===== src/rtl/charge_led_cfg.svh =====
// Register offsets, reset values and timing figures of the charge level LED display.
`ifndef CHARGE_LED_CFG_SVH
`define CHARGE_LED_CFG_SVH

`define CLK_PERIOD_NS 10
`define PCT_STEP_NS 7812500
`define SHIFT_HALF_NS 250
`define SHIFT_HALF_CYCLES (`SHIFT_HALF_NS / `CLK_PERIOD_NS)

`define OFF_DISPLAY_CONFIG 8'h00
`define OFF_CONTROL 8'h04
`define OFF_CHARGE 8'h08
`define OFF_HEALTH 8'h0C
`define OFF_HOLD 8'h10
`define OFF_STATUS 8'h14

`define RST_DISPLAY_CONFIG 8'h00
`define RST_CONTROL 3'h0
`define RST_HOLD 8'h04

`define CFG_MODE_LSB 0
`define CFG_AON_BIT 3
`define CFG_COUNT_LSB 4
`define CTL_HEALTH_BIT 0
`define CTL_FORCE_ON_BIT 1
`define CTL_FORCE_OFF_BIT 2

`define MODE_NONE 3'h0
`define MODE_SINGLE 3'h1
`define MODE_FOUR 3'h2
`define MODE_EXT_TWO_WIRE 3'h3
`define MODE_EXT_ONE_WIRE 3'h4

`define SINGLE_CLAMP_PCT 7'h5A
`define FULL_PCT 7'h64
`define QUARTER_PCT 7'h19
`define ARM_SECONDS 8'h01

`endif


===== src/rtl/charge_led_pkg.sv =====
// Types shared by the charge level LED display and its serial shifter.
package charge_led_pkg;

    typedef enum logic [3:0] {
        ST_IDLE = 4'b0001,
        ST_ARM = 4'b0010,
        ST_SHOW = 4'b0100,
        ST_RELEASE = 4'b1000
    } disp_state_t;

    typedef enum logic [2:0] {
        SH_IDLE = 3'b001,
        SH_SETUP = 3'b010,
        SH_HIGH = 3'b100
    } shift_state_t;

    typedef struct packed {
        shift_state_t st;
        logic [7:0] div;
        logic [4:0] idx;
        logic [15:0] pat;
        logic sclk;
        logic sdata;
    } shift_regs_t;

    typedef struct packed {
        logic sense_meta;
        logic sense_sync;
        logic [7:0] cfg;
        logic [2:0] ctrl;
        logic [6:0] charge;
        logic [6:0] health;
        logic [7:0] hold;
        disp_state_t st;
        logic [31:0] sub;
        logic [6:0] slot;
        logic [7:0] secs;
        logic [15:0] sent;
        logic refresh;
        logic pin_clk;
        logic pin_dat;
        logic lamp3;
        logic lamp4;
    } disp_regs_t;

endpackage


===== src/rtl/shift_if.sv =====
// Request and pin signals between the display controller and its serial shifter.
`timescale 1ns/100ps
interface shift_if;
    logic start;
    logic [15:0] pattern;
    logic [4:0] count;
    logic busy;
    logic sclk;
    logic sdata;
    modport ctl (output start, output pattern, output count, input busy, input sclk, input sdata);
    modport sh (input start, input pattern, input count, output busy, output sclk, output sdata);
endinterface


===== src/rtl/led_shifter.sv =====
// Bit-banged clock and data serializer feeding chained 8-bit serial shift registers.
`timescale 1ns/100ps
`include "charge_led_cfg.svh"
module led_shifter
    import charge_led_pkg::*;
(
    input wire logic pclk,
    input wire logic presetn,
    shift_if.sh port
);

    shift_regs_t r_q;
    shift_regs_t r_d;
    localparam logic [7:0] HALF = 8'(`SHIFT_HALF_CYCLES - 1);

    // Data changes only while the clock is low, so it is stable around each rising edge.
    always_comb begin
        r_d = r_q;
        case (r_q.st)
            SH_IDLE: begin
                if (port.start && port.count != 5'h00) begin
                    r_d.pat = port.pattern;
                    r_d.idx = port.count;
                    r_d.div = 8'h00;
                    r_d.sdata = port.pattern[4'(port.count - 5'h01)];
                    r_d.st = SH_SETUP;
                end
            end
            SH_SETUP: begin
                r_d.div = r_q.div + 8'h01;
                // The next bit is loaded one cycle after the clock fell, so it never moves on a clock edge.
                if (r_q.div == 8'h00) begin
                    r_d.sdata = r_q.pat[4'(r_q.idx - 5'h01)];
                end
                if (r_q.div == HALF) begin
                    r_d.div = 8'h00;
                    r_d.sclk = 1'b1;
                    r_d.st = SH_HIGH;
                end
            end
            SH_HIGH: begin
                r_d.div = r_q.div + 8'h01;
                if (r_q.div == HALF) begin
                    r_d.div = 8'h00;
                    r_d.sclk = 1'b0;
                    r_d.idx = r_q.idx - 5'h01;
                    if (r_q.idx == 5'h01) begin
                        r_d.st = SH_IDLE;
                    end else begin
                        r_d.st = SH_SETUP;
                    end
                end
            end
            default: r_d.st = SH_IDLE;
        endcase
    end

    // All shifter state is registered here.
    always_ff @(posedge pclk or negedge presetn) begin
        if (!presetn) begin
            r_q <= '{st: SH_IDLE, default: '0};
        end else begin
            r_q <= r_d;
        end
    end

    assign port.busy = (r_q.st != SH_IDLE);
    assign port.sclk = r_q.sclk;
    assign port.sdata = r_q.sdata;

    property p_data_stable_on_clock;
        @(posedge pclk) disable iff (!presetn)
        $changed(r_q.sdata) |-> (!r_q.sclk && !$past(r_q.sclk));
    endproperty
    a_data_stable_on_clock: assert property (p_data_stable_on_clock)
        else $error("Shift data changed next to a clock high phase.");

    property p_one_bit_per_clock;
        @(posedge pclk) disable iff (!presetn)
        (r_q.st == SH_HIGH && r_q.div == HALF) |=> (r_q.idx == $past(r_q.idx) - 5'h01) && !r_q.sclk;
    endproperty
    a_one_bit_per_clock: assert property (p_one_bit_per_clock)
        else $error("Shift clock pulse did not consume exactly one bit.");

endmodule // led_shifter


===== src/rtl/charge_level_led_display.sv =====
// Charge or health LED display controller with an APB register port.
`timescale 1ns/100ps
`include "charge_led_cfg.svh"
module charge_level_led_display
    import charge_led_pkg::*;
#(
    parameter int unsigned PCT_CYCLES = `PCT_STEP_NS / `CLK_PERIOD_NS
) (
    input wire logic pclk,
    input wire logic presetn,
    input wire logic psel,
    input wire logic penable,
    input wire logic pwrite,
    input wire logic [7:0] paddr,
    input wire logic [31:0] pwdata,
    output logic [31:0] prdata,
    output logic pready,
    output logic pslverr,
    input wire logic display_enable_sense,
    output logic shift_clock_out,
    output logic shift_data_out,
    output logic lamp3_out,
    output logic lamp4_out
);

    disp_regs_t r_q;
    disp_regs_t r_d;
    shift_if sh_bus ();

    logic wr_en;
    logic mapped;
    logic [2:0] mode;
    logic aon_eff;
    logic force_on;
    logic force_off;
    logic active;
    logic ext_mode;
    logic [4:0] led_count;
    logic [6:0] value;
    logic [6:0] single_pct;
    logic [2:0] four_lit;
    logic [4:0] ext_lit;
    logic [15:0] want;
    logic slot_tick;
    logic sec_tick;
    logic [7:0] hold_eff;
    logic single_on;

    // Thermometer code: the lowest n bits set.
    function automatic logic [15:0] therm(input logic [4:0] n);
        logic [16:0] t;
        t = (17'h00001 << n) - 17'h00001;
        return t[15:0];
    endfunction

    // Number of lit steps, rounding any started step up.
    function automatic logic [4:0] steps_lit(input logic [6:0] pct, input logic [4:0] leds);
        logic [10:0] prod;
        prod = 11'(pct) * 11'(leds) + 11'(`FULL_PCT) - 11'h001;
        return 5'(prod / 11'(`FULL_PCT));
    endfunction

    // Configuration decode and the shown quantity.
    assign mode = r_q.cfg[`CFG_MODE_LSB +: 3];
    assign ext_mode = (mode == `MODE_EXT_TWO_WIRE) || (mode == `MODE_EXT_ONE_WIRE);
    assign aon_eff = r_q.cfg[`CFG_AON_BIT] && (mode == `MODE_FOUR || ext_mode);
    assign led_count = (r_q.cfg[`CFG_COUNT_LSB +: 4] == 4'h0) ? 5'h00 :
                       5'(r_q.cfg[`CFG_COUNT_LSB +: 4]) + 5'h01;
    assign value = r_q.ctrl[`CTL_HEALTH_BIT] ? r_q.health : r_q.charge;
    assign force_off = r_q.ctrl[`CTL_FORCE_OFF_BIT];
    assign force_on = r_q.ctrl[`CTL_FORCE_ON_BIT] && !force_off;
    assign active = (r_q.st == ST_SHOW);
    assign hold_eff = (r_q.hold == 8'h00) ? 8'h01 : r_q.hold;

    // A second is exactly 128 percent slots of 7.8125 ms, so one counter serves both rates.
    assign slot_tick = (r_q.sub == PCT_CYCLES - 1);
    assign sec_tick = slot_tick && (r_q.slot == 7'h7F);

    // Shown quantities for each mode, with the test controls taking priority.
    assign single_pct = (value > `SINGLE_CLAMP_PCT) ? `SINGLE_CLAMP_PCT : value;
    assign single_on = force_on || (!force_off && active && (r_q.slot < single_pct));
    assign four_lit = force_off ? 3'h0 : force_on ? 3'h4 :
                      active ? 3'(steps_lit(value, 5'h04)) : 3'h0;
    assign ext_lit = force_off ? 5'h00 : force_on ? led_count :
                     active ? steps_lit(value, led_count) : 5'h00;
    assign want = therm(ext_lit);

    // In an external mode the idle shifter is restarted whenever the wanted pattern differs from the one last sent, or on a refresh.
    assign sh_bus.start = ext_mode && !sh_bus.busy && ((want != r_q.sent) || r_q.refresh);
    assign sh_bus.pattern = want;
    assign sh_bus.count = led_count;

    led_shifter u_shifter (
        .pclk(pclk),
        .presetn(presetn),
        .port(sh_bus.sh)
    );

    // APB decode: zero wait states, error on an unmapped address.
    assign wr_en = psel && penable && pwrite;
    assign pready = 1'b1;
    assign mapped = (paddr == `OFF_DISPLAY_CONFIG) || (paddr == `OFF_CONTROL) || (paddr == `OFF_CHARGE) ||
                    (paddr == `OFF_HEALTH) || (paddr == `OFF_HOLD) || (paddr == `OFF_STATUS);
    assign pslverr = psel && penable && !mapped;

    // Read data mux; the status word shows the sequencer state, shifter activity and lit count.
    always_comb begin
        prdata = 32'h00000000;
        if (paddr == `OFF_DISPLAY_CONFIG) begin
            prdata = {24'h000000, r_q.cfg};
        end else if (paddr == `OFF_CONTROL) begin
            prdata = {29'h00000000, r_q.ctrl};
        end else if (paddr == `OFF_CHARGE) begin
            prdata = {25'h0000000, r_q.charge};
        end else if (paddr == `OFF_HEALTH) begin
            prdata = {25'h0000000, r_q.health};
        end else if (paddr == `OFF_HOLD) begin
            prdata = {24'h000000, r_q.hold};
        end else if (paddr == `OFF_STATUS) begin
            prdata = {19'h00000, ext_lit, 3'h0, sh_bus.busy, r_q.st};
        end
    end

    // Next-state logic for the registers, the timebase, the sequencer and the pins.
    always_comb begin
        r_d = r_q;
        r_d.sense_meta = display_enable_sense;
        r_d.sense_sync = r_q.sense_meta;
        if (wr_en) begin
            if (paddr == `OFF_DISPLAY_CONFIG) begin
                r_d.cfg = pwdata[7:0];
            end else if (paddr == `OFF_CONTROL) begin
                r_d.ctrl = pwdata[2:0];
            end else if (paddr == `OFF_CHARGE) begin
                r_d.charge = (pwdata[6:0] > `FULL_PCT) ? `FULL_PCT : pwdata[6:0];
            end else if (paddr == `OFF_HEALTH) begin
                r_d.health = (pwdata[6:0] > `FULL_PCT) ? `FULL_PCT : pwdata[6:0];
            end else if (paddr == `OFF_HOLD) begin
                r_d.hold = pwdata[7:0];
            end
        end
        r_d.sub = slot_tick ? 32'h00000000 : r_q.sub + 32'h00000001;
        if (slot_tick) begin
            r_d.slot = r_q.slot + 7'h01;
        end
        case (r_q.st)
            ST_IDLE: begin
                r_d.secs = 8'h00;
                if (aon_eff) begin
                    r_d.st = ST_SHOW;
                end else if (r_q.sense_sync) begin
                    r_d.st = ST_ARM;
                end
            end
            ST_ARM: begin
                // The first second tick lands anywhere in the first second, the second one ends the hold.
                // Always-on set while the button is held takes over at once.
                if (aon_eff) begin
                    r_d.st = ST_SHOW;
                end else if (!r_q.sense_sync) begin
                    r_d.st = ST_IDLE;
                end else if (sec_tick) begin
                    r_d.secs = r_q.secs + 8'h01;
                    if (r_q.secs == `ARM_SECONDS) begin
                        r_d.secs = 8'h00;
                        r_d.st = ST_SHOW;
                    end
                end
            end
            ST_SHOW: begin
                if (sec_tick) begin
                    r_d.secs = r_q.secs + 8'h01;
                    if (r_q.secs + 8'h01 >= hold_eff) begin
                        r_d.secs = 8'h00;
                        if (aon_eff) begin
                            r_d.refresh = 1'b1;
                        end else begin
                            r_d.st = ST_RELEASE;
                        end
                    end
                end
            end
            ST_RELEASE: begin
                // A button still held after time-out must not relight the display at once.
                r_d.secs = 8'h00;
                if (aon_eff) begin
                    r_d.st = ST_SHOW;
                end else if (!r_q.sense_sync) begin
                    r_d.st = ST_IDLE;
                end
            end
            default: r_d.st = ST_IDLE;
        endcase
        if (sh_bus.start) begin
            r_d.sent = want;
            r_d.refresh = r_d.st == ST_SHOW && r_q.st == ST_SHOW && r_d.secs == 8'h00 && sec_tick && aon_eff;
        end
        r_d.pin_clk = 1'b0;
        r_d.pin_dat = 1'b0;
        r_d.lamp3 = 1'b0;
        r_d.lamp4 = 1'b0;
        if (mode == `MODE_SINGLE) begin
            r_d.pin_clk = single_on;
        end else if (mode == `MODE_FOUR) begin
            r_d.pin_clk = (four_lit >= 3'h1);
            r_d.pin_dat = (four_lit >= 3'h2);
            r_d.lamp3 = (four_lit >= 3'h3);
            r_d.lamp4 = (four_lit >= 3'h4);
        end else if (ext_mode) begin
            r_d.pin_clk = sh_bus.sclk;
            r_d.pin_dat = sh_bus.sdata;
        end
    end

    // All controller state is registered here.
    always_ff @(posedge pclk or negedge presetn) begin
        if (!presetn) begin
            r_q <= '{cfg: `RST_DISPLAY_CONFIG, ctrl: `RST_CONTROL, hold: `RST_HOLD, st: ST_IDLE, default: '0};
        end else begin
            r_q <= r_d;
        end
    end

    assign shift_clock_out = r_q.pin_clk;
    assign shift_data_out = r_q.pin_dat;
    assign lamp3_out = r_q.lamp3;
    assign lamp4_out = r_q.lamp4;

    property p_mode_none_dark;
        @(posedge pclk) disable iff (!presetn)
        (mode == `MODE_NONE) |=> !shift_clock_out && !shift_data_out && !lamp3_out && !lamp4_out;
    endproperty
    a_mode_none_dark: assert property (p_mode_none_dark)
        else $error("No-display mode drove a lamp.");

    property p_aon_lights;
        @(posedge pclk) disable iff (!presetn)
        (aon_eff && r_q.st != ST_SHOW) |=> (r_q.st == ST_SHOW);
    endproperty
    a_aon_lights: assert property (p_aon_lights)
        else $error("Always-on did not light the display.");

    property p_no_show_without_hold;
        @(posedge pclk) disable iff (!presetn)
        (r_q.st == ST_IDLE && !aon_eff) |=> (r_q.st != ST_SHOW);
    endproperty
    a_no_show_without_hold: assert property (p_no_show_without_hold)
        else $error("Display lit without a button hold.");

    property p_hold_expires;
        @(posedge pclk) disable iff (!presetn)
        (active && !aon_eff && sec_tick && (r_q.secs + 8'h01 >= hold_eff)) |=> (r_q.st == ST_RELEASE);
    endproperty
    a_hold_expires: assert property (p_hold_expires)
        else $error("Display outlived its hold time.");

    property p_single_clamp;
        @(posedge pclk) disable iff (!presetn)
        (mode == `MODE_SINGLE && !force_on && r_q.slot >= `SINGLE_CLAMP_PCT) |=> !shift_clock_out;
    endproperty
    a_single_clamp: assert property (p_single_clamp)
        else $error("Single LED lit beyond the 90 percent slot.");

    property p_single_duty;
        @(posedge pclk) disable iff (!presetn)
        (mode == `MODE_SINGLE && active && !force_off && r_q.slot < single_pct) |=> shift_clock_out;
    endproperty
    a_single_duty: assert property (p_single_duty)
        else $error("Single LED dark inside its on time.");

    property p_four_third_quarter;
        @(posedge pclk) disable iff (!presetn)
        (mode == `MODE_FOUR && active && !force_on && !force_off && value > 7'h32 && value <= 7'h4B)
            |=> lamp3_out && !lamp4_out && shift_data_out;
    endproperty
    a_four_third_quarter: assert property (p_four_third_quarter)
        else $error("Third-quarter value did not light exactly three lamps.");

    property p_force_off;
        @(posedge pclk) disable iff (!presetn)
        (force_off && mode == `MODE_FOUR) |=> !shift_clock_out && !lamp3_out && !lamp4_out;
    endproperty
    a_force_off: assert property (p_force_off)
        else $error("Forced-off display still lit.");

    // The shift length follows the count code, and no bit beyond the last LED is ever lit.
    property p_ext_count;
        @(posedge pclk) disable iff (!presetn)
        (sh_bus.start && sh_bus.count != 5'h00)
            |-> (sh_bus.count == 5'(r_q.cfg[`CFG_COUNT_LSB +: 4]) + 5'h01) &&
                ((sh_bus.pattern >> sh_bus.count) == 16'h0000);
    endproperty
    a_ext_count: assert property (p_ext_count)
        else $error("External shift length differs from the configured LED count.");

    // The reserved count code must leave the shifter idle.
    property p_reserved_count_quiet;
        @(posedge pclk) disable iff (!presetn)
        (ext_mode && led_count == 5'h00 && !sh_bus.busy) |=> !sh_bus.busy;
    endproperty
    a_reserved_count_quiet: assert property (p_reserved_count_quiet)
        else $error("Reserved LED count code started a shift.");

    // A seen button level arms the display from idle.
    property p_sense_arms;
        @(posedge pclk) disable iff (!presetn)
        (r_q.st == ST_IDLE && !aon_eff && r_q.sense_sync) |=> (r_q.st == ST_ARM);
    endproperty
    a_sense_arms: assert property (p_sense_arms)
        else $error("Button level did not arm the display.");

    // A button still held after time-out keeps the display dark.
    property p_release_waits;
        @(posedge pclk) disable iff (!presetn)
        (r_q.st == ST_RELEASE && !aon_eff && r_q.sense_sync) |=> (r_q.st == ST_RELEASE);
    endproperty
    a_release_waits: assert property (p_release_waits)
        else $error("Held button relit the display after time-out.");

    c_button_show: cover property (@(posedge pclk) disable iff (!presetn) r_q.st == ST_ARM ##1 r_q.st == ST_SHOW);
    c_single_lit: cover property (@(posedge pclk) disable iff (!presetn) mode == `MODE_SINGLE && active && single_on);
    c_release_held: cover property (@(posedge pclk) disable iff (!presetn) r_q.st == ST_RELEASE && r_q.sense_sync);
    c_ext_send: cover property (@(posedge pclk) disable iff (!presetn) sh_bus.start && led_count > 5'h08);
    c_aon_refresh: cover property (@(posedge pclk) disable iff (!presetn) r_q.refresh && aon_eff);

endmodule // charge_level_led_display


===== config.mk =====
export PLATFORM = sky130hd
export DESIGN_NAME = charge_level_led_display
export DESIGN_NICKNAME = d
export VERILOG_FILES = /design/src/rtl/charge_led_pkg.sv /design/src/rtl/shift_if.sv /design/src/rtl/led_shifter.sv /design/src/rtl/charge_level_led_display.sv
export VERILOG_INCLUDE_DIRS = /design/src /design/src/rtl
export SDC_FILE = /design/constraint.sdc
export NUM_CORES = 1
export LEC_CHECK = 0
export ABC_CLOCK_PERIOD_IN_PS = 19800
export BUFFER_PORTS_ARGS = -buffer_cell sky130_fd_sc_hd__buf_2
export CORE_MARGIN = 10
export CORE_UTILIZATION = 30
export CTS_CLUSTER_SIZE = 25
export DETAILED_ROUTE_END_ITERATION = 8
export PLACE_DENSITY_LB_ADDON = 0.3
export SLEW_MARGIN = 20
export SYNTH_ARGS = -nofsm -noshare
export SYNTH_HDL_FRONTEND = slang
export SYNTH_SLANG_ARGS = --single-unit

===== constraint.sdc =====
create_clock -name pclk -period 19.8 [get_ports pclk]
set_clock_uncertainty 0.05 [all_clocks]
set_input_delay 3.96 -clock pclk [delete_from_list [all_inputs] [get_ports pclk]]
set_output_delay 3.96 -clock pclk [all_outputs]
set_load 0.005 [all_outputs]

-- Word level (Yosys, flattened, before mapping)
Cells that the tools add are included.
- register bits after elaboration: 141
- bits in latches: 0
- RAM bits: 0
- memory bits (read-only): 0
- output and inout port bits: 38
- memories: 0
- add/sub/neg operators: 12
- multiply operators: 1
- div/mod/pow operators: 2
- order comparisons: 10
- equal/unequal tests: 28
- shifts and indexed selects: 1
- mux-type cells: 64
- bitwise operators: 4
- reduce and logical (&&, ||, !) cells: 54
- operators with widths (cell ; count):
    $mux 13 ; 6
    $mux 32 ; 2
    $mux 8 ; 7
    $pmux 8 s3 ; 2
    $mux 4 ; 11
    $add 32x1->32 const B ; 1
    $eq 32x20->1 const B ; 1
    $logic_not 8->1 ; 4
    $eq 8x5->1 const B ; 3
    $div 11x7->11 const B ; 2
    $mux 7 ; 3
    $mux 5 ; 4
    $add 8x1->8 const B ; 2
    $eq 8x4->1 const B ; 2
    $mux 16 ; 1
    $ne 16x16->1 ; 1
    $pmux 4 s4 ; 1
    $shl 1x5->16 const A ; 1
    $sub 16x1->16 const B ; 1
    $logic_and 1x1->1 ; 15
    $reduce_and 3->1 ; 5
    $gt 7x7->1 const B ; 2
    $reduce_bool 2->1 ; 7
    $mux 1 ; 12
    other kinds (46) ; 80

-- Longest topological paths before layout
Gate-level depths: netlist of the first run.
- word-level depth: 17
- gate-level depth with buffers: 46
- mapped depth without buffers: 39

-- Modules after synthesis
A second synthesis of the first run with hierarchy kept.
- cells, all modules: 1245
- area, all modules: 11223.3 um^2
- by module, submodules not included (module ; instances ; cells an instance ; area an instance (um^2)):
    charge_level_led_display ; 1 ; 1058 ; 9111.2
    led_shifter ; 1 ; 187 ; 2112.0

-- Worst setup path after synthesis of the first run
OpenSTA, ideal clock, no wires.
- path type: flip-flop to output port
- start point: register r_q[101] (netlist bit)
- end point: output prdata[8]
- data arrival time: 6.487 ns
- data required time: 15.790 ns
- setup slack: 9.303 ns
- stages on the path, launching flop included: 31
- buffers on the path: 5
- path through: dfrtp_1 inv_1 ha_1 nand2b_1 nor2_1 nor2_1 clkbuf_1 inv_1 buf_1 nor2_1 fa_1 fa_1 inv_1 fa_1 inv_1 ha_1 buf_2 o211ai_1 o211a_1 o211a_2 o31ai_1 a31oi_1 or3_4 a21oi_2 mux2i_1 a21o_1 o31ai_1 o21ai_2 buf_6 clkbuf_1 and2_1
- cells in the longest elaborated chain, start to end: 15
- elaborated cells on any way between the ends: 16
- those cells by class: 3 x add/sub; 1 x mul; 1 x div; 10 x mux; 1 x reduce/logical
- ends and longest elaborated chain (element ; line ; text):
    start, declared ; charge_level_led_display.sv:26 ; disp_regs_t r_q;
    start signal, assigned ; charge_level_led_display.sv:220 ; r_q <= r_d;
    $add 4x1->5 / $logic_not 4->1 (equally long branches) ; charge_level_led_display.sv:68, charge_level_led_display.sv:67 ;
    $mux 5 (*) ; charge_level_led_display.sv:67 ; assign led_count = (r_q.cfg[`CFG_COUNT_LSB +: 4] == 4'h0) ? 5'h00 :
    $mul 7x5->11 ; charge_level_led_display.sv:59 ; prod = 11'(pct) * 11'(leds) + 11'(`FULL_PCT) - 11'h001;
    $add 11x7->11 ; charge_level_led_display.sv:59 ;
    $sub 11x1->11 ; charge_level_led_display.sv:59 ;
    $div 11x7->11 ; charge_level_led_display.sv:60 ; return 5'(prod / 11'(`FULL_PCT));
    $mux 5 ; charge_level_led_display.sv:85 ; active ? steps_lit(value, led_count) : 5'h00;
    $mux 5 (*) (2 in series) ; charge_level_led_display.sv:84 ; assign ext_lit = force_off ? 5'h00 : force_on ? led_count :
    $mux 13 (*) ; charge_level_led_display.sv:119 ; end else if (paddr == `OFF_STATUS) begin
    $mux 13 (*) ; charge_level_led_display.sv:117 ; end else if (paddr == `OFF_HOLD) begin
    $mux 13 (*) ; charge_level_led_display.sv:115 ; end else if (paddr == `OFF_HEALTH) begin
    $mux 13 (*) ; charge_level_led_display.sv:113 ; end else if (paddr == `OFF_CHARGE) begin
    $mux 13 (*) ; charge_level_led_display.sv:111 ; end else if (paddr == `OFF_CONTROL) begin
    $mux 13 (*) ; charge_level_led_display.sv:109 ; if (paddr == `OFF_DISPLAY_CONFIG) begin
    end, declared ; charge_level_led_display.sv:16 ; output logic [31:0] prdata,
Every way passes the cells marked *; elsewhere a longest branch is shown, timed or not.

-- Worst setup path after layout of the first run
- start point: register r_q[94] (netlist bit)
- end point: output prdata[8]
- cells in the longest elaborated chain, start to end: 14
- ends and longest elaborated chain (element ; line ; text):
    $mux 7 ; charge_level_led_display.sv:69 ; assign value = r_q.ctrl[`CTL_HEALTH_BIT] ? r_q.health : r_q.charge;
    $mul 7x5->11 ; charge_level_led_display.sv:59 ;
    $add 11x7->11 ; charge_level_led_display.sv:59 ;
    $sub 11x1->11 ; charge_level_led_display.sv:59 ;
    $div 11x7->11 ; charge_level_led_display.sv:60 ;
    $mux 5 ; charge_level_led_display.sv:85 ;
    $mux 5 (2 in series) ; charge_level_led_display.sv:84 ;
    $mux 13 ; charge_level_led_display.sv:119 ;
    $mux 13 ; charge_level_led_display.sv:117 ;
    $mux 13 ; charge_level_led_display.sv:115 ;
    $mux 13 ; charge_level_led_display.sv:113 ;
    $mux 13 ; charge_level_led_display.sv:111 ;
    $mux 13 ; charge_level_led_display.sv:109 ;
Every way passes these cells.

==> impl_metrics.tcl, run 1 <==
set metrics [dict create \
    mostFrequentLayoutCell "dfrtp_1" \
    worstMarginPinSlew_ns 1.01 \
    layout_common_cells "138 x dfrtp_1, 137 x nor2_1, 116 x nand2_1, 84 x o21ai_0, 69 x inv_1" \
    port_buffers 39 \
    rows 70 \
    n_antenna_cell 0 \
    synth.avg_cell_area_um2 8.71 \
    whs_path_depth 0 \
    cp_max_fo 20 \
    fin_crit_sh_pct 63.7 \
    fin_crit_ns 12.62 \
    antenna_found_initial 0 \
    grt_pass1_wl_um 47600 \
    numCtsBuffers 17 \
    path_class "reg -> out" \
    grt_usage_pct 12.8 \
    timing.fmax_mhz 79.2 \
    cts_tree "built" \
    hold_violations 0 \
    vias 9194 \
    holdBufCountCts 0 \
    synth-seq-cells 141 \
    synthCells 1273 \
    start_kind "flip-flop" \
    viasPerCell 5.20 \
    setup_viol 0 \
    r2r_end "u_shifter.r_q[16]" \
    place_inst 1737 \
    drc 0 \
    routedWlPerCell_um 16.2 \
    required_ns 15.79 \
    p_leak_nw 5.40 \
    path_common_cell "fa_1" \
    ios 84 \
    path_clk_slew_ns 0.06 \
    grt_pass1_vias 9121 \
    root_buffer "clkbuf_16" \
    ys.flop_type "dfrtp_1" \
    core_mm2 0.0365 \
    place.gp.congestion 0.850 \
    die_y_um 212 \
    final_area_mm2 0.0123 \
    synth-async-reset-ratio_pct 100 \
    max_stage_delay_ns 0.90 \
    cp-endpoint "prdata[8]" \
    cts_resized 0 \
    timing.rr.start "r_q[94]" \
    num-nets-final 1404 \
    rsz0062_at_grt "no" \
    drive_gt1_share_pct 13.2 \
    dp_hpwl_um 21300 \
    maxCapViolCount 0 \
    crit_start "r_q[94]" \
    slowest_stage "mux2i_1" \
    wirelength_um 28700 \
    area_growth_syn_to_layout_pct 10.5 \
    ant_nets 0 \
    ir_worst_vdd_mv 0.0505 \
    dieArea_mm2 0.0450 \
    yosysTopAreaCell "dfrtp_1" \
    power_per_cell_area_mw_per_mm2 57.0 \
    path_cells "mux2i_1, nor2_1, fa_1, inv_1, fa_1, inv_1, fa_1, ha_1, o21ai_1, a21o_1, o211ai_1, nand3_1, a31oi_1, o32a_1, xnor2_1, o32ai_2, a21o_1, o31ai_1, o21ai_2, and2_1, buf_2" \
    synth_edf_count 0 \
    die_w_um 212 \
    drv_slew 0 \
    rr_worst_depth 34 \
    initial_core_util_pct 30.4 \
    yosysWarnings 0 \
    outcome "finished clean" \
    cts_setup_buffers 0 \
    fin_setup_tns_ns 0 \
    cp_data_arrival_time_ns 8.61 \
    min_path_type "reg -> reg" \
    drtPass1Iterations 4 \
    yosysUniqueCellTypes 99 \
    yosysSeqAreaShare_pct 31.9 \
    ys_top_cells_by_area "dfrtp_1 31%, ha_1 6.1%, mux2_2 4.7%" \
    grt_max_degree 74 \
    overflow 0 \
    r2r_slack_ns 7.93 \
    clockBufferDepth 2 \
    drt_iter0_drc 642 \
    htreeDepth 4 \
    cts.sinks 141 \
    clock_latency_ns 0.44 \
    placed_area_mm2 0.0116 \
    instances_no_fill 1769 \
    slew_headroom_pct 30.9 \
    yosysTopAreaCellShare_pct 31.2 \
    synth_area_mm2 0.0111 \
    critPathCaptureType "primary output" \
]
==> power by group <==
| part | internal (W) | total [W] | switching [W] | leakage [nW] |
|---|---|---|---|---|
| combinational | 0.0000248 | 0.0000680 | 0.0000431 | 3.22 |
| clock | 0.000191 | 0.000328 | 0.000136 | 0.292 |
| sequential | 0.000295 | 0.000303 | 0.00000852 | 1.89 |
==> cells by family after synthesis <==
family / after synthesis / share of synthesized area [%]
XOR/XNOR: 76 / 6.58
AND/OR/NAND/NOR: 464 / 20.5
buffers and inverters: 142 / 5.77
flip-flops: 141 / 31.9
AO/OA/AOI/OAI: 302 / 18.3
other: 2 / 0.0677
multiplexers: 74 / 7.80
adder cells (fa/ha/maj): 72 / 9.16
==> worst min path at each step <==
stage	slack, ns	start	end
after floorplan	0.28	r_d[105]	r_q[105]
after global placement	0.28	r_d[105]	r_q[105]
after detailed placement	0.29	r_d[105]	r_q[105]
after CTS	0.30	r_d[105]	r_q[105]
after global routing	0.32	r_d[105]	r_q[105]
final	0.30	r_d[105]	r_q[105]
==> routing by layer <==
| metal | global-route usage (%) | vias up | wire, um |
|---|---|---|---|
| met5 | 0 | - | 0 |
| li1 | - | 4552 | - |
| met2 | 21.0 | 152 | 13400 |
| met1 | 17.0 | 4455 | 13800 |
| met3 | 1.96 | 35 | 935 |
| met4 | 3.94 | 0 | 503 |
==> critical path: cells and delay by family, from the launching register on <==
kind | cells | cell delay, ns
buffers and inverters | 3 | 0.22
flip-flops | 1 | 0.71
AND/OR/NAND/NOR | 3 | 0.81
adder cells (fa/ha/maj) | 4 | 2.12
multiplexers | 1 | 0.90
XOR/XNOR | 1 | 0.15
AO/OA/AOI/OAI | 9 | 3.27
==> final cells by class <==
type	count	area (um2)
multi-input combinational	1008	6990
sequential	141	3530
tap	468	586
clock buffer	18	439
clock inverter	14	156
timing repair buffer	49	277
fill	3760	24300
inverter	71	267
==> sequential cells by signal, summed over array words and instances, names as in the netlist <==
name / cells
u_shifter.r_q: 32
force_off: 1
shift_data_out: 1
r_d: 1
mode: 3
lamp4_out: 1
u_shifter.port.sdata: 1
r_q: 98
shift_clock_out: 1
lamp3_out: 1
u_shifter.port.sclk: 1
==> cells in the mapped netlist, types with 9 or more instances <==
cell type,n
o21ai_0,84
nand3_1,40
nor3_1,27
nor2b_1,18
o31ai_1,10
nor2_1,137
ha_1,54
fa_1,16
a21oi_1,59
inv_1,69
mux2i_1,20
mux2_2,46
nor4_1,14
a31oi_1,25
dfrtp_1,138
and3_1,12
o211ai_1,9
nand2b_1,23
xnor2_1,42
nand4_1,22
buf_4,22
nand2_1,116
and2_1,13
xor2_1,27
clkbuf_1,38
==> per-stage QoR <==
step | power [W] | hold slack (ns) | setup WS (ns) | util, %
2_1_floorplan | 0.000355 | 0.281 | 9.30 | -
3_3_place_gp | 0.000375 | 0.283 | 7.75 | 31.9
3_5_place_dp | 0.000376 | 0.290 | 7.69 | 31.9
4_1_cts | 0.000706 | 0.304 | 7.19 | 33.5
5_1_grt | 0.000729 | 0.320 | 6.57 | 33.5
6_report | 0.000699 | 0.304 | 7.18 | 33.5
Power figures use the tool's default switching activity.
==> inputs of run 2 (changes only) <==
ABC_AREA = 1   (was default)
ABC_CLOCK_PERIOD_IN_PS = 11200   (was 19800)
clock period = 11.2 ns   (was 19.8 ns; I/O delays follow)
==> run 2 against run 1 <==
Against the previous run: non-clock buffer count is 9 lower; sequential cell count stayed put; routed wire length is 4.0% lower; sequential power rose by 74%; critical path depth increased by 27; register-to-register slack worse by 6.2 ns; clock power up 71%; largest power group unchanged.
==> impl_metrics.tcl, run 2 <==
set metrics [dict create \
    cts_tree "built" \
    area_growth_syn_to_layout_pct 11.0 \
    overflow 0 \
    clockBufferDepth 2 \
    vias 9841 \
    yosysTopAreaCell "dfrtp_1" \
    routedWlPerCell_um 13.4 \
    rows 69 \
    synth.avg_cell_area_um2 7.04 \
    layout_common_cells "357 x nand2_1, 283 x inv_1, 149 x nor2_1, 138 x dfrtp_1, 89 x o21ai_0" \
    synth_top_cells_by_count "357 x nand2_1, 283 x inv_1, 149 x nor2_1" \
    start_kind "flip-flop" \
    largest_reg_flops 98 \
    maxCapViolCount 0 \
    yosysMostFrequentCell "nand2_1" \
    n_antenna_cell 0 \
    die_w_um 210 \
    drt_iter0_drc 721 \
    grt_max_degree 75 \
    synth-simple-area-share_pct 29.6 \
    min_from "r_d[105]" \
    fin_setup_tns_ns 0 \
    synthCells 1546 \
    root_buffer "clkbuf_16" \
    synth-seq-cells 141 \
    clock_latency_ns 0.44 \
    drive_gt1_share_pct 8.44 \
    grt_pass1_wl_um 46000 \
    port_buffers 39 \
    num-nets-final 1702 \
    synthAdderAreaFrac_pct 9.16 \
    setup_viol 0 \
    path_class "reg -> reg" \
    rr_worst_depth 48 \
    min_path_type "reg -> reg" \
    core_mm2 0.0357 \
    regMostFlops "r_q" \
    initial_core_util_pct 30.5 \
    yosysSeqAreaShare_pct 32.5 \
    drc 0 \
    synth_compound_area_share_pct 13.2 \
    ys_top_cells_by_area "dfrtp_1 32%, nand2_1 12%, inv_1 9.8%" \
    hold_end "r_q[105]" \
    antenna_found_initial 0 \
    cp_max_fo 34 \
    required_ns 11.52 \
    fin_crit_sh_pct 84.7 \
    cts.sinks 141 \
    p_leak_nw 6.14 \
    yosysWarnings 0 \
    numCtsBuffers 17 \
    yosysTopAreaCellShare_pct 31.7 \
    whs_path_depth 0 \
    critPathCaptureType "flip-flop" \
    worstMarginPinSlew_ns 0.951 \
    grt_pass1_vias 9320 \
    yosysUniqueCellTypes 61 \
    synth_xor_area_share_pct 3.03 \
    outcome "finished clean" \
    synth_edf_count 0 \
    r2r_end "u_shifter.r_q[18]" \
    synth-async-reset-ratio_pct 100 \
    power_per_cell_area_mw_per_mm2 99.6 \
    ys.flop_type "dfrtp_1" \
    mostFrequentLayoutCell "nand2_1" \
    timing.fmax_mhz 105 \
    synth_top_family_by_area "simple AND/OR/NAND/NOR gates" \
    path_clk_slew_ns 0.06 \
    r2r_slack_ns 1.72 \
    cp_data_arrival_time_ns 9.81 \
    grt_usage_pct 12.5 \
    drv_slew 0 \
    synth_area_mm2 0.0109 \
    path_common_cell "nand2_1" \
    rsz0062_at_grt "no" \
    max_stage_delay_ns 0.52 \
    fin_total_pwr_w 0.00120 \
    ir_worst_vdd_mv 0.0885 \
    wirelength_um 27600 \
    hold_violations 0 \
    die_y_um 210 \
    fin_crit_ns 9.48 \
    slowest_stage "inv_1" \
    dp_hpwl_um 21400 \
    place.gp.congestion 0.885 \
    htreeDepth 4 \
    holdBufCountCts 0 \
    cts_resized 0 \
    viasPerCell 4.78 \
    synth_mux_area_share_pct 0.0920 \
    dieArea_mm2 0.0443 \
    drtPass1Iterations 5 \
    slew_headroom_pct 36.6 \
    ios 84 \
    timing.rr.start "r_q[101]" \
    cts_setup_buffers 0 \
    ant_nets 0 \
]
## run 2: cell count changes after synthesis, moves of 23 or more
| cell | before | now |
|---|---|---|
| clkbuf_1 | 38 | 11 |
| nand2_1 | 116 | 357 |
| mux2_2 | 46 | 0 |
| o21ai_1 | 8 | 33 |
| a31oi_1 | 25 | 1 |
| nand3_1 | 40 | 88 |
| xnor2_1 | 42 | 8 |
| inv_1 | 69 | 283 |
| nand2b_1 | 23 | 0 |
## run 2: cells by family after synthesis
group	after synthesis
mux	1
simple gates	720
flops	141
buf+inv	334
compound gates	242
fa+ha+maj	70
xor+xnor	36
other cells	2
## run 2: worst max-delay path, delay by kind of cell, from the launching register on
family          cells  cell delay [ns]
buf+inv             9             1.27
flops               1             0.37
compound gates      4             0.81
simple gates       29             4.39
fa+ha+maj           6             2.47
## run 2: cell type report
| cell class | count | area (um2) |
|---|---|---|
| tap | 461 | 577 |
| clock inverter | 13 | 143 |
| multi-input combinational | 1089 | 6060 |
| timing repair buffer | 40 | 209 |
| sequential | 141 | 3530 |
| clock buffer | 19 | 433 |
| inverter | 297 | 1120 |
| fill | 3826 | 23600 |
## run 2: per-layer routing
layer  GRT usage [%]  up-vias  wire, um
met3            2.77       34      1340
met1            17.0     4579     13700
li1                -     5016         -
met4            4.05        0       533
met2            19.2      212     12000
met5               0        -         0
## run 2: metrics by stage
stage / util (%) / area (um2) / setup slack, ns / hold slack [ns] / cells
after floorplan: - / 10900 / 3.51 / 0.281 / 1564
after global placement: 32.2 / 11500 / 1.84 / 0.291 / 2028
after detailed placement: 32.2 / 11500 / 1.75 / 0.290 / 2028
after CTS: 33.9 / 12100 / 1.70 / 0.304 / 2060
after global routing: 33.9 / 12100 / 0.903 / 0.316 / 2060
final: 33.9 / 12100 / 1.72 / 0.301 / 2060
## run 2: worst max-delay path by stage
stage / slack [ns] / to / from / cells past startpoint
CTS: 1.70 / u_shifter.r_q[18] / r_q[101] / 48
global placement: 1.84 / u_shifter.r_q[18] / r_q[101] / 47
detailed placement: 1.75 / u_shifter.r_q[27] / r_q[101] / 48
global route: 0.90 / u_shifter.r_q[26] / r_q[101] / 55
floorplan: 3.51 / prdata[8] / r_q[101] / 41
finish: 1.72 / u_shifter.r_q[18] / r_q[101] / 48
## run 2: report_power, final
group          switching, W  total, W  internal [W]
Clock              0.000233  0.000561      0.000328
Combinational     0.0000768  0.000115     0.0000386
Sequential       0.00000814  0.000526      0.000518
Total              0.000318   0.00120      0.000885
